## config.mk

```make
export PLATFORM = sky130hd
export DESIGN_NAME = semf_supply_event_mask_and_flags
export DESIGN_NICKNAME = d
export VERILOG_FILES = /design/src/rtl/semf_pkg.sv /design/src/rtl/semf_sticky_flag.sv /design/src/rtl/semf_supply_event_mask_and_flags.sv /design/src/rtl/semf_sync.sv
export SDC_FILE = /design/constraint.sdc
export NUM_CORES = 1
export LEC_CHECK = 0
export BUFFER_PORTS_ARGS = -buffer_cell sky130_fd_sc_hd__buf_2
export CELL_PAD_IN_SITES_DETAIL_PLACEMENT = 1
export CELL_PAD_IN_SITES_GLOBAL_PLACEMENT = 2
export CORE_MARGIN = 10
export CORE_UTILIZATION = 36
export DETAILED_ROUTE_END_ITERATION = 8
export HOLD_SLACK_MARGIN = 0.02
export PLACE_DENSITY = 0.91
export REMOVE_ABC_BUFFERS = 1
export SYNTH_ARGS = -nofsm -noshare
export SYNTH_HDL_FRONTEND = slang
export SYNTH_SLANG_ARGS = --single-unit
```

## constraint.sdc

```tcl
create_clock -name sys_clk -period 2.88 [get_ports sys_clk]
set_clock_uncertainty 0.1 [all_clocks]
set_input_delay 0.288 -clock sys_clk [delete_from_list [all_inputs] [get_ports sys_clk]]
set_output_delay 0.288 -clock sys_clk [all_outputs]
set_load 0.05 [all_outputs]
```

## src/rtl/semf_pkg.sv

```systemverilog
// Constants shared by the supply event mask and flag block.
// Assumes a 24-bit register data word whose bit numbers match the register bit numbers.
package semf_pkg;

   // Register indices on the control port.
   localparam logic [1:0] SEMF_IDX_MASK = 2'h0;
   localparam logic [1:0] SEMF_IDX_FLAGS = 2'h1;

   localparam int SEMF_DATA_W = 24;

   // Mask register field positions.
   localparam int SEMF_M_BOOST_OV = 19;
   localparam int SEMF_M_BOOST_SUP_UVH = 18;
   localparam int SEMF_M_COMM_ERR = 17;
   localparam int SEMF_M_PREREG_FB_OV = 16;
   localparam int SEMF_M_BOOST_OUT_UVH = 15;
   localparam int SEMF_M_SUP_LOWEST_UV = 14;
   localparam int SEMF_M_PREREG_UVH = 12;
   localparam int SEMF_M_SUP_UVL = 11;
   localparam int SEMF_M_SUP_UVH = 10;
   localparam int SEMF_M_WAKE_A = 9;
   localparam int SEMF_M_WAKE_B = 8;

   // Flag register field positions.
   localparam int SEMF_F_BOOST_SUP_UVH = 23;
   localparam int SEMF_F_BOOST_OUT_UVH = 22;
   localparam int SEMF_F_OC_HI = 21;
   localparam int SEMF_F_OC_LO = 16;
   localparam int SEMF_F_CLK_OK = 15;
   localparam int SEMF_F_BOOST_OV = 14;
   localparam int SEMF_F_OT_HI = 13;
   localparam int SEMF_F_OT_LO = 8;

   // Writable and sticky bit sets, and reset values.
   localparam logic [23:0] SEMF_MASK_WR = 24'h0FDF00;
   localparam logic [23:0] SEMF_MASK_RST = 24'h000000;
   localparam logic [23:0] SEMF_FLAG_STICKY = 24'hFF7F00;
   localparam logic [23:0] SEMF_FLAG_RST = 24'hC00000;

   // Position of each detector input in the synchronised condition vector.
   localparam int SEMF_C_OT_LO = 0;
   localparam int SEMF_C_OC_LO = 6;
   localparam int SEMF_C_BOOST_SUP_UVH = 12;
   localparam int SEMF_C_BOOST_OUT_UVH = 13;
   localparam int SEMF_C_BOOST_OV = 14;
   localparam int SEMF_C_PREREG_FB_OV = 15;
   localparam int SEMF_C_SUP_LOWEST_UV = 16;
   localparam int SEMF_C_PREREG_UVH = 17;
   localparam int SEMF_C_SUP_UVL = 18;
   localparam int SEMF_C_SUP_UVH = 19;
   localparam int SEMF_C_COMM_ERR = 20;
   localparam int SEMF_C_WAKE_A = 21;
   localparam int SEMF_C_WAKE_B = 22;
   localparam int SEMF_C_CLK_OK = 23;
   localparam int SEMF_COND_W = 24;

endpackage

```

## src/rtl/semf_sticky_flag.sv

```systemverilog
// One sticky event flag with write-one-to-clear.
// Assumes set and clear are single-cycle terms on sys_clk.
`timescale 1ns/100ps
module semf_sticky_flag #(
   parameter logic RESET_VAL = 1'b0
) (
   // Clock and reset.
   input wire logic sys_clk,
   input wire logic rst,
   // Control.
   input wire logic setEv,
   input wire logic clrEv,
   output logic flag_r
);

   logic flag_nxt;

   // A set in the same cycle as a clear wins, so no event is lost.
   assign flag_nxt = setEv | (flag_r & ~clrEv);

   always_ff @(posedge sys_clk)
   begin
      if (rst)
      begin
         flag_r <= RESET_VAL;
      end
      else
      begin
         flag_r <= flag_nxt;
      end
   end

endmodule

```

## src/rtl/semf_supply_event_mask_and_flags.sv

```systemverilog
// Interrupt mask and sticky event flag registers for supply-monitor events.
// Assumes detector inputs are asynchronous levels and the serial interface logic
// presents single-cycle register read and write strobes on sys_clk.
//
// Overview of operation
// - Mask bit 19 set blocks interrupts on any boost overvoltage transition; resets 0.
// - Mask bit 18 set blocks interrupts on any boost-supply undervoltage-high transition.
// - Mask bit 17 set blocks interrupts on any communication error transition.
// - Mask bits 9 and 8 block interrupts on wake input A and B transitions.
// - Mask bit 16 set blocks the pre-regulator feedback overvoltage interrupt.
// - Mask bit 15 set blocks the boost-output undervoltage-high interrupt.
// - Mask bit 14 set blocks the lowest-threshold supply undervoltage interrupt.
// - Mask bit 11 set blocks the supply undervoltage-low interrupt.
// - Mask bit 12 blocks pre-regulator, bit 10 supply undervoltage-high interrupts.
// - Sticky flags read 1 after their event; cleared only by writing 1, or by reset except bits 23 and 22.
// - Flag bit 23 records boost-supply undervoltage-high; resets to 1.
// - Flag bit 22 records boost-output undervoltage-high; resets to 1.
// - Flag bits 21..16 record six regulator overcurrent events; reset 0.
// - Flag bit 14 records boost-output overvoltage protection; resets 0.
// - Flag bits 13..8 record six overtemperature shutdown events; reset 0.
// - Flag bit 15 shows live external clock divider window status; read only.
`timescale 1ns/100ps
module semf_supply_event_mask_and_flags
   import semf_pkg::*;
(
   // Clock and reset.
   input wire logic sys_clk,
   input wire logic rst,
   // Register access from the serial control interface.
   input wire logic [1:0] regAddr,
   input wire logic regWr,
   input wire logic regRd,
   input wire logic [23:0] regWrData,
   output logic [23:0] regRdData_r,
   output logic regRdValid_r,
   // Supply detector levels, asynchronous.
   input wire logic boostSupplyUvh,
   input wire logic boostOutUvh,
   input wire logic boostOverVolt,
   input wire logic preregFbOv,
   input wire logic supplyLowestUv,
   input wire logic preregUvh,
   input wire logic supplyUvl,
   input wire logic supplyUvh,
   // Overcurrent: prereg, buck a, b, c, linreg a, b from bit 5 down.
   input wire logic [5:0] overCurrent,
   // Overtemperature: boost, buck a, b, c, linreg a, b from bit 5 down.
   input wire logic [5:0] overTemp,
   // Other sources, asynchronous.
   input wire logic commError,
   input wire logic wakeInA,
   input wire logic wakeInB,
   input wire logic extClockInWindow,
   // Interrupt request, high for one cycle per cycle with any unmasked event; events in the same cycle share it.
   output logic irqReq_r
);

   logic [SEMF_COND_W-1:0] condRaw;
   logic [SEMF_COND_W-1:0] cond;
   logic [SEMF_COND_W-1:0] condPrev_r;
   logic [SEMF_COND_W-1:0] condRise;
   logic [SEMF_COND_W-1:0] condToggle;
   logic [23:0] mask_r;
   logic [23:0] mask_nxt;
   logic [23:0] flags;
   logic [23:0] flagSet;
   logic [23:0] flagClr;
   logic [23:0] irqSrc;
   logic [23:0] rdMux;
   logic irqReq_nxt;
   logic wrMask;
   logic wrFlags;
   logic selMask;
   logic selFlags;

   assign condRaw = {
      extClockInWindow,
      wakeInB,
      wakeInA,
      commError,
      supplyUvh,
      supplyUvl,
      preregUvh,
      supplyLowestUv,
      preregFbOv,
      boostOverVolt,
      boostOutUvh,
      boostSupplyUvh,
      overCurrent,
      overTemp
   };

   semf_sync #(
      .WIDTH(SEMF_COND_W)
   ) u_sync (
      .sys_clk(sys_clk),
      .rst(rst),
      .asyncIn(condRaw),
      .syncOut(cond)
   );

   always_ff @(posedge sys_clk)
   begin
      if (rst)
      begin
         condPrev_r <= '0;
      end
      else
      begin
         condPrev_r <= cond;
      end
   end

   assign condRise = cond & ~condPrev_r;
   assign condToggle = cond ^ condPrev_r;

   // Address decode.
   assign selMask = (regAddr == SEMF_IDX_MASK);
   assign selFlags = (regAddr == SEMF_IDX_FLAGS);
   assign wrMask = regWr & selMask;
   assign wrFlags = regWr & selFlags;

   assign mask_nxt = wrMask ? (regWrData & SEMF_MASK_WR) : mask_r;

   always_ff @(posedge sys_clk)
   begin
      if (rst)
      begin
         mask_r <= SEMF_MASK_RST;
      end
      else
      begin
         mask_r <= mask_nxt;
      end
   end

   assign flagSet[SEMF_F_BOOST_SUP_UVH] = condRise[SEMF_C_BOOST_SUP_UVH];
   assign flagSet[SEMF_F_BOOST_OUT_UVH] = condRise[SEMF_C_BOOST_OUT_UVH];
   assign flagSet[SEMF_F_OC_HI:SEMF_F_OC_LO] = condRise[SEMF_C_OC_LO +: 6];
   assign flagSet[SEMF_F_CLK_OK] = 1'b0;
   assign flagSet[SEMF_F_BOOST_OV] = condRise[SEMF_C_BOOST_OV];
   assign flagSet[SEMF_F_OT_HI:SEMF_F_OT_LO] = condRise[SEMF_C_OT_LO +: 6];
   assign flagSet[7:0] = 8'h00;

   assign flagClr = wrFlags ? (regWrData & SEMF_FLAG_STICKY) : 24'h000000;

   genvar gi;
   generate
      for (gi = 0; gi < 24; gi++)
      begin : g_flag
         if (SEMF_FLAG_STICKY[gi])
         begin : g_sticky
            semf_sticky_flag #(
               .RESET_VAL(SEMF_FLAG_RST[gi])
            ) u_flag (
               .sys_clk(sys_clk),
               .rst(rst),
               .setEv(flagSet[gi]),
               .clrEv(flagClr[gi]),
               .flag_r(flags[gi])
            );
         end
         else if (gi == SEMF_F_CLK_OK)
         begin : g_live
            assign flags[gi] = cond[SEMF_C_CLK_OK];
         end
         else
         begin : g_zero
            assign flags[gi] = 1'b0;
         end
      end
   endgenerate

   assign irqSrc[SEMF_M_BOOST_OV] = condToggle[SEMF_C_BOOST_OV];
   assign irqSrc[SEMF_M_BOOST_SUP_UVH] = condToggle[SEMF_C_BOOST_SUP_UVH];
   assign irqSrc[SEMF_M_COMM_ERR] = condToggle[SEMF_C_COMM_ERR];
   assign irqSrc[SEMF_M_PREREG_FB_OV] = condRise[SEMF_C_PREREG_FB_OV];
   assign irqSrc[SEMF_M_BOOST_OUT_UVH] = condRise[SEMF_C_BOOST_OUT_UVH];
   assign irqSrc[SEMF_M_SUP_LOWEST_UV] = condRise[SEMF_C_SUP_LOWEST_UV];
   assign irqSrc[SEMF_M_PREREG_UVH] = condRise[SEMF_C_PREREG_UVH];
   assign irqSrc[SEMF_M_SUP_UVL] = condRise[SEMF_C_SUP_UVL];
   assign irqSrc[SEMF_M_SUP_UVH] = condRise[SEMF_C_SUP_UVH];
   assign irqSrc[SEMF_M_WAKE_A] = condToggle[SEMF_C_WAKE_A];
   assign irqSrc[SEMF_M_WAKE_B] = condToggle[SEMF_C_WAKE_B];
   assign irqSrc[23:20] = 4'h0;
   assign irqSrc[13] = 1'b0;
   assign irqSrc[7:0] = 8'h00;

   assign irqReq_nxt = |(irqSrc & ~mask_r);

   // Read data; unmapped indices read zero.
   assign rdMux = selMask ? mask_r : (selFlags ? flags : 24'h000000);

   always_ff @(posedge sys_clk)
   begin
      if (rst)
      begin
         irqReq_r <= 1'b0;
         regRdData_r <= 24'h000000;
         regRdValid_r <= 1'b0;
      end
      else
      begin
         irqReq_r <= irqReq_nxt;
         regRdValid_r <= regRd;
         if (regRd)
         begin
            regRdData_r <= rdMux;
         end
      end
   end

endmodule

```

## src/rtl/semf_sync.sv

```systemverilog
// Two-stage synchroniser for a vector of asynchronous levels.
// Assumes each bit is an independent level; no bus coherence is needed.
`timescale 1ns/100ps
module semf_sync #(
   parameter int WIDTH = 1
) (
   // Clock and reset.
   input wire logic sys_clk,
   input wire logic rst,
   // Levels.
   input wire logic [WIDTH-1:0] asyncIn,
   output logic [WIDTH-1:0] syncOut
);

   logic [WIDTH-1:0] stage1_r;

   always_ff @(posedge sys_clk)
   begin
      if (rst)
      begin
         stage1_r <= '0;
         syncOut <= '0;
      end
      else
      begin
         stage1_r <= asyncIn;
         syncOut <= stage1_r;
      end
   end

endmodule

```

### After elaboration in Yosys (flattened, before gate mapping)

Cells that the tools add are included.

* eq/ne operators: 1
* multiplexer cells: 3
* bitwise operators: 52
* reduce and logical (&&, ||, !) cells: 2

Operators with widths (number)
* 24-bit two-way mux: 3
* 20-bit by 24-bit AND with 24-bit output: 1
* 20-bit inverter with 24-bit output: 1
* 24-bit OR reduction: 1
* 23-bit XOR: 1
* 20-bit AND: 1
* 20-bit inverter: 1
* 1-bit AND: 17
* 1-bit inverter: 15
* 1-bit OR: 15
* 2-bit by 1-bit equality test with 1-bit output (second input constant): 1
* 2-bit zero test: 1

* flip-flop bits (word level): 123
* input bits: 54
* output and inout bits: 26
* logic and storage cells: 80

### Longest topological paths before layout

* word-level depth: 6
* gate-level depth with buffers: 5
* gate-level depth less buffers: 5

### Modules after synthesis

From an unflattened synthesis, not the netlist that was laid out.

* cells, all modules: 394
* area total of the unflattened synthesis: 4103.9 um^2

By module, submodules not included
* semf_supply_event_mask_and_flags: times used 1, cells an instance 233, area an instance 2229.6 um^2, sequential area each 1041.0 um^2
* semf_sync: times used 1, cells an instance 101, area an instance 1305.0 um^2, sequential area each 960.9 um^2
* semf_sticky_flag (g_flag[10].g_sticky.u_flag ...): times used 13, cells an instance 4, area an instance 38.8 um^2, sequential area each 20.0 um^2
* semf_sticky_flag (g_flag[22].g_sticky.u_flag ...): times used 2, cells an instance 4, area an instance 32.5 um^2, sequential area each 20.0 um^2

### Worst setup path after synthesis

No wires, ideal clock.

* path type: reg-to-reg
* start: register condPrev_r[14]
* end: register irqReq_r
* setup time: 0.139 ns
* arrival time: 0.961 ns
* data required time: 2.641 ns
* path slack: 1.680 ns
* cell stages (with the launch flop): 6
* path buffers: 0
* period minus slack after synthesis: 1.200 ns
* cells stage by stage: dfxtp_1 -> inv_1 -> ha_1 -> o22ai_1 -> nor4_1 -> a41oi_1

* longest elaborated chain between the ends: 3

RTL lines
* start, declared: RTL line semf_supply_event_mask_and_flags.sv:60 `logic [SEMF_COND_W-1:0] condPrev_r;`
* start signal, assigned: RTL line semf_supply_event_mask_and_flags.sv:110 `condPrev_r <= cond;`
* 23-bit XOR: RTL line semf_supply_event_mask_and_flags.sv:115 `assign condToggle = cond ^ condPrev_r;`
* 20-bit by 24-bit AND with 24-bit output: RTL line semf_supply_event_mask_and_flags.sv:189 `assign irqReq_nxt = |(irqSrc & ~mask_r);`
* 24-bit OR reduction: RTL line semf_supply_event_mask_and_flags.sv:189
* end signal, assigned: RTL line semf_supply_event_mask_and_flags.sv:204 `irqReq_r <= irqReq_nxt;`
* end, declared: RTL line semf_supply_event_mask_and_flags.sv:55 `output logic irqReq_r`

Every way passes these cells.
A chain may end at the register's enable or synchronous reset.

### Worst setup path in the final report

* start: input regAddr[0]
* end: register g_flag[22].g_sticky.u_flag.flag_r

* longest elaborated chain between the ends: 6

RTL lines
* start, declared: RTL line semf_supply_event_mask_and_flags.sv:30 `input wire logic [1:0] regAddr,`
* 2-bit by 1-bit equality test with 1-bit output: RTL line semf_supply_event_mask_and_flags.sv:119 `assign selFlags = (regAddr == SEMF_IDX_FLAGS);`
* 1-bit AND: RTL line semf_supply_event_mask_and_flags.sv:121 `assign wrFlags = regWr & selFlags;`
* 24-bit two-way mux: RTL line semf_supply_event_mask_and_flags.sv:145 `assign flagClr = wrFlags ? (regWrData & SEMF_FLAG_STICKY) : 24'h000000;`
* 1-bit inverter: RTL line semf_sticky_flag.sv:19 `assign flag_nxt = setEv | (flag_r & ~clrEv);`
* 1-bit AND: RTL line semf_sticky_flag.sv:19
* 1-bit OR: RTL line semf_sticky_flag.sv:19
* end signal, assigned: RTL line semf_sticky_flag.sv:29 `flag_r <= flag_nxt;`
* end, declared: RTL line semf_sticky_flag.sv:13 `output logic flag_r`

Every way passes these cells.

==> flow_summary.toml <==
[status]
status = "finished clean"

[setup_path]
crit_buf_inv = 2
critPathTopFamily = "buffers and inverters"
reg2reg_setup_slack_ns = 1.35
startpoint_type = "input pin"
rr_worst_depth = 5
cp_cell_sequence = "buf_2, nor2b_1, nand3_1, dlygate4sd3_1, a221o_1"
r2r-start = "condPrev_r[14]"
arrival_ns = 2.13
path_class = "in -> reg"
crit_required_ns = 3.17
r2r-end = "irqReq_r"
cpPeakStageDelay_ns = 0.59
cp-end-kind = "flop"
crit_slowest_cell = "dlygate4sd3_1"
path_max_fanout = 14

[route]
wire_per_inst_um = 15.1
antenna_left = 0
dr.first_iter.drc_count = 87
viasPerCell = 4.52
wl_um = 9490
drcViolationCount = 0
via_count = 2842
drtPass1Iterations = 4

[sta]
hold_viol = 0
worst_pin_slew_ns = 0.665
fmax_mhz = 543
slew_violations = 0
setup_viol = 0
relSlewSlack = 0.555
rsz0062_at_grt = "false"
fin_crit_sh = 0.639
period_needed_ns = 1.84
tns_ns = 0

[yosys]
ys_warn_count = 0
synthAdderAreaFrac = 0.00642
synth_top_family_by_area = "simple AND/OR/NAND/NOR gates"
avgSynthCellArea_sq_um = 10.4
synth_compound_area_frac = 0.0649
yosysUniqueCellTypes = 27
synthCells = 376
ys_ff_latch = 115
ys_seq_area_frac = 0.591
synth-simple-area-share = 0.215
synth_area_sq_mm = 0.00389
synthMuxAreaShare = 0.0601
synthXorXnorAreaFrac = 0.00675

[grt]
grt_pass1_vias = 3210
grt_overflow = 0
grt_max_degree = 60
busiest_layer = "met2"
grt_antenna_before_repair = 0
use_met1 = 0.145
grtUsageMet3 = 0.0525
grt_use_met2 = 0.215
grt_pass1_wl_um = 15400
grt_util_all_layers = 0.129

[min_path]
min_to = "g_flag[20].g_sticky.u_flag.flag_r"
worstHoldPathCells = 4
hold_path_class = "in -> reg"
holdCritStartpoint = "regWrData[20]"

[placement]
io_buffers = 63
placed_cell_area_sq_mm = 0.00430
gp_congestion = 0.686
dpl.hpwl_um = 5860

[power_and_ir_drop]
p_per_area_mw_per_mm2 = 735
leakagePower_nw = 2.20
ir_drop_mv = 0.358

[clock_network]
cts_tree = "yes"
cts_buffers = 17
clkSinkCount = 115
clock_path_buffers = 2
cts_resized = 0
htree_levels = 4
cts-root-buf = "clkbuf_8"
cts.clk_slew.worst_paths_ns = 0.05
insertion_delay_ns = 0.51

[floorplanning]
die_w_um = 124
core_area_sq_mm = 0.0104
start_util = 0.374
die_h_um = 124
ios = 80
row_count = 37
dieArea_sq_mm = 0.0154

[finish]
fin_nets = 537
fillers = 1161
final_common_cell = "dfxtp_1"
syn_to_final_growth_pct = 34.4
layout-drive-gt1-share = 0.211
fin_area_sq_mm = 0.00523
num_antenna_cells = 0
final_cell_mix = "dfxtp_1, nor2b_1, buf_2"

[run]
drv_cap = 0
## through the flow
step / worst slack (ns) / cells / util / hold WS, ns / power, W
detailed placement: 0.862 / 558 / 0.412 / 0.325 / 0.00194
CTS: 1.11 / 629 / 0.502 / 0.0478 / 0.00389
global route: 0.933 / 629 / 0.502 / 0.0593 / 0.00401
finish: 1.04 / 629 / 0.502 / 0.0622 / 0.00385
floorplan: 1.38 / 356 / - / 0.257 / 0.00183
global placement: 1.06 / 558 / 0.412 / 0.318 / 0.00193
## per-layer routing
metal	wire, um	share of wire
met1	4190	0.44
met2	4610	0.49
met3	582	0.061
met4	117	0.012
met5	0	0
## kinds of logic after synthesis
group / count (synthesis)
compound gates: 47
xor+xnor: 3
fa+ha+maj: 2
buf+inv: 44
flops: 115
mux: 22
other cells: 1
simple gates: 142
## worst reg2reg max path, stage by stage (launching register included)
cell     delay (ns)
dfxtp_1        0.30
inv_1          0.04
ha_1           0.26
o22ai_1        0.08
nor4_1         0.35
a41oi_1        0.23
## what timing repair did
action	CTS	global route
endpoints found under the hold margin	38	0
buffers inserted	0	0
hold buffers	40	0
## final cells by class
| type | count | area [sq um] | share of cell area |
|---|---|---|---|
| sequential | 115 | 2300 | 0.440 |
| multi-input combinational | 224 | 1410 | 0.269 |
| timing repair buffer | 106 | 753 | 0.144 |
| inverter | 17 | 63.8 | 0.0122 |
| clock buffer | 26 | 488 | 0.0932 |
| tap | 136 | 170 | 0.0325 |
| clock inverter | 5 | 50.0 | 0.00956 |
## synth_stat cells
cell	n	area [sq um]
buf_2	5	25.0
dfxtp_1	115	2300
conb_1	1	3.75
xnor2_1	2	17.5
buf_4	11	82.6
nor3_1	1	5.00
clkbuf_1	11	41.3
nor2_1	22	82.6
ha_1	2	25.0
nand3_1	7	35.0
nand3b_1	1	7.51
inv_1	17	63.8
nand2b_1	18	113
a41oi_1	1	8.76
o22a_1	1	8.76
nor3b_2	1	12.5
nor2b_1	85	532
o22ai_1	1	6.26
nor4_1	1	6.26
nor3b_1	6	45.0
a221o_1	1	10.0
mux2i_1	11	110
a211o_1	1	8.76
mux2_2	11	124
o21ai_0	13	65.1
a21oi_1	29	145
xor2_1	1	8.76
## worst max path at each step
stage,startpoint,end,slack (ns),cells past startpoint
after floorplan,regAddr[0],mask_r[10],1.38,3
after global placement,regAddr[0],g_flag[20].g_sticky.u_flag.flag_r,1.06,4
after detailed placement,regAddr[0],g_flag[10].g_sticky.u_flag.flag_r,0.86,4
after CTS,regAddr[0],g_flag[22].g_sticky.u_flag.flag_r,1.11,5
after global routing,regAddr[0],g_flag[22].g_sticky.u_flag.flag_r,0.93,5
final,regAddr[0],g_flag[22].g_sticky.u_flag.flag_r,1.04,5
## power by group
group / internal (W) / leakage (nW) / switching (W)
combinational: 0.000123 / 0.992 / 0.000146
sequential: 0.00165 / 0.943 / 0.0000237
clock: 0.00122 / 0.269 / 0.000675
## flip-flops by register name, summed over array words and instances (netlist names)
name and flops:
u_sync.stage1_r 24, regRdValid_r 1, irqReq_r 1, condPrev_r 23, u_sync.syncOut 24, g_flag.g_sticky.u_flag.flag_r 15, regRdData_r 16, mask_r 11
Note: power is estimated with default switching activity, not from simulation.
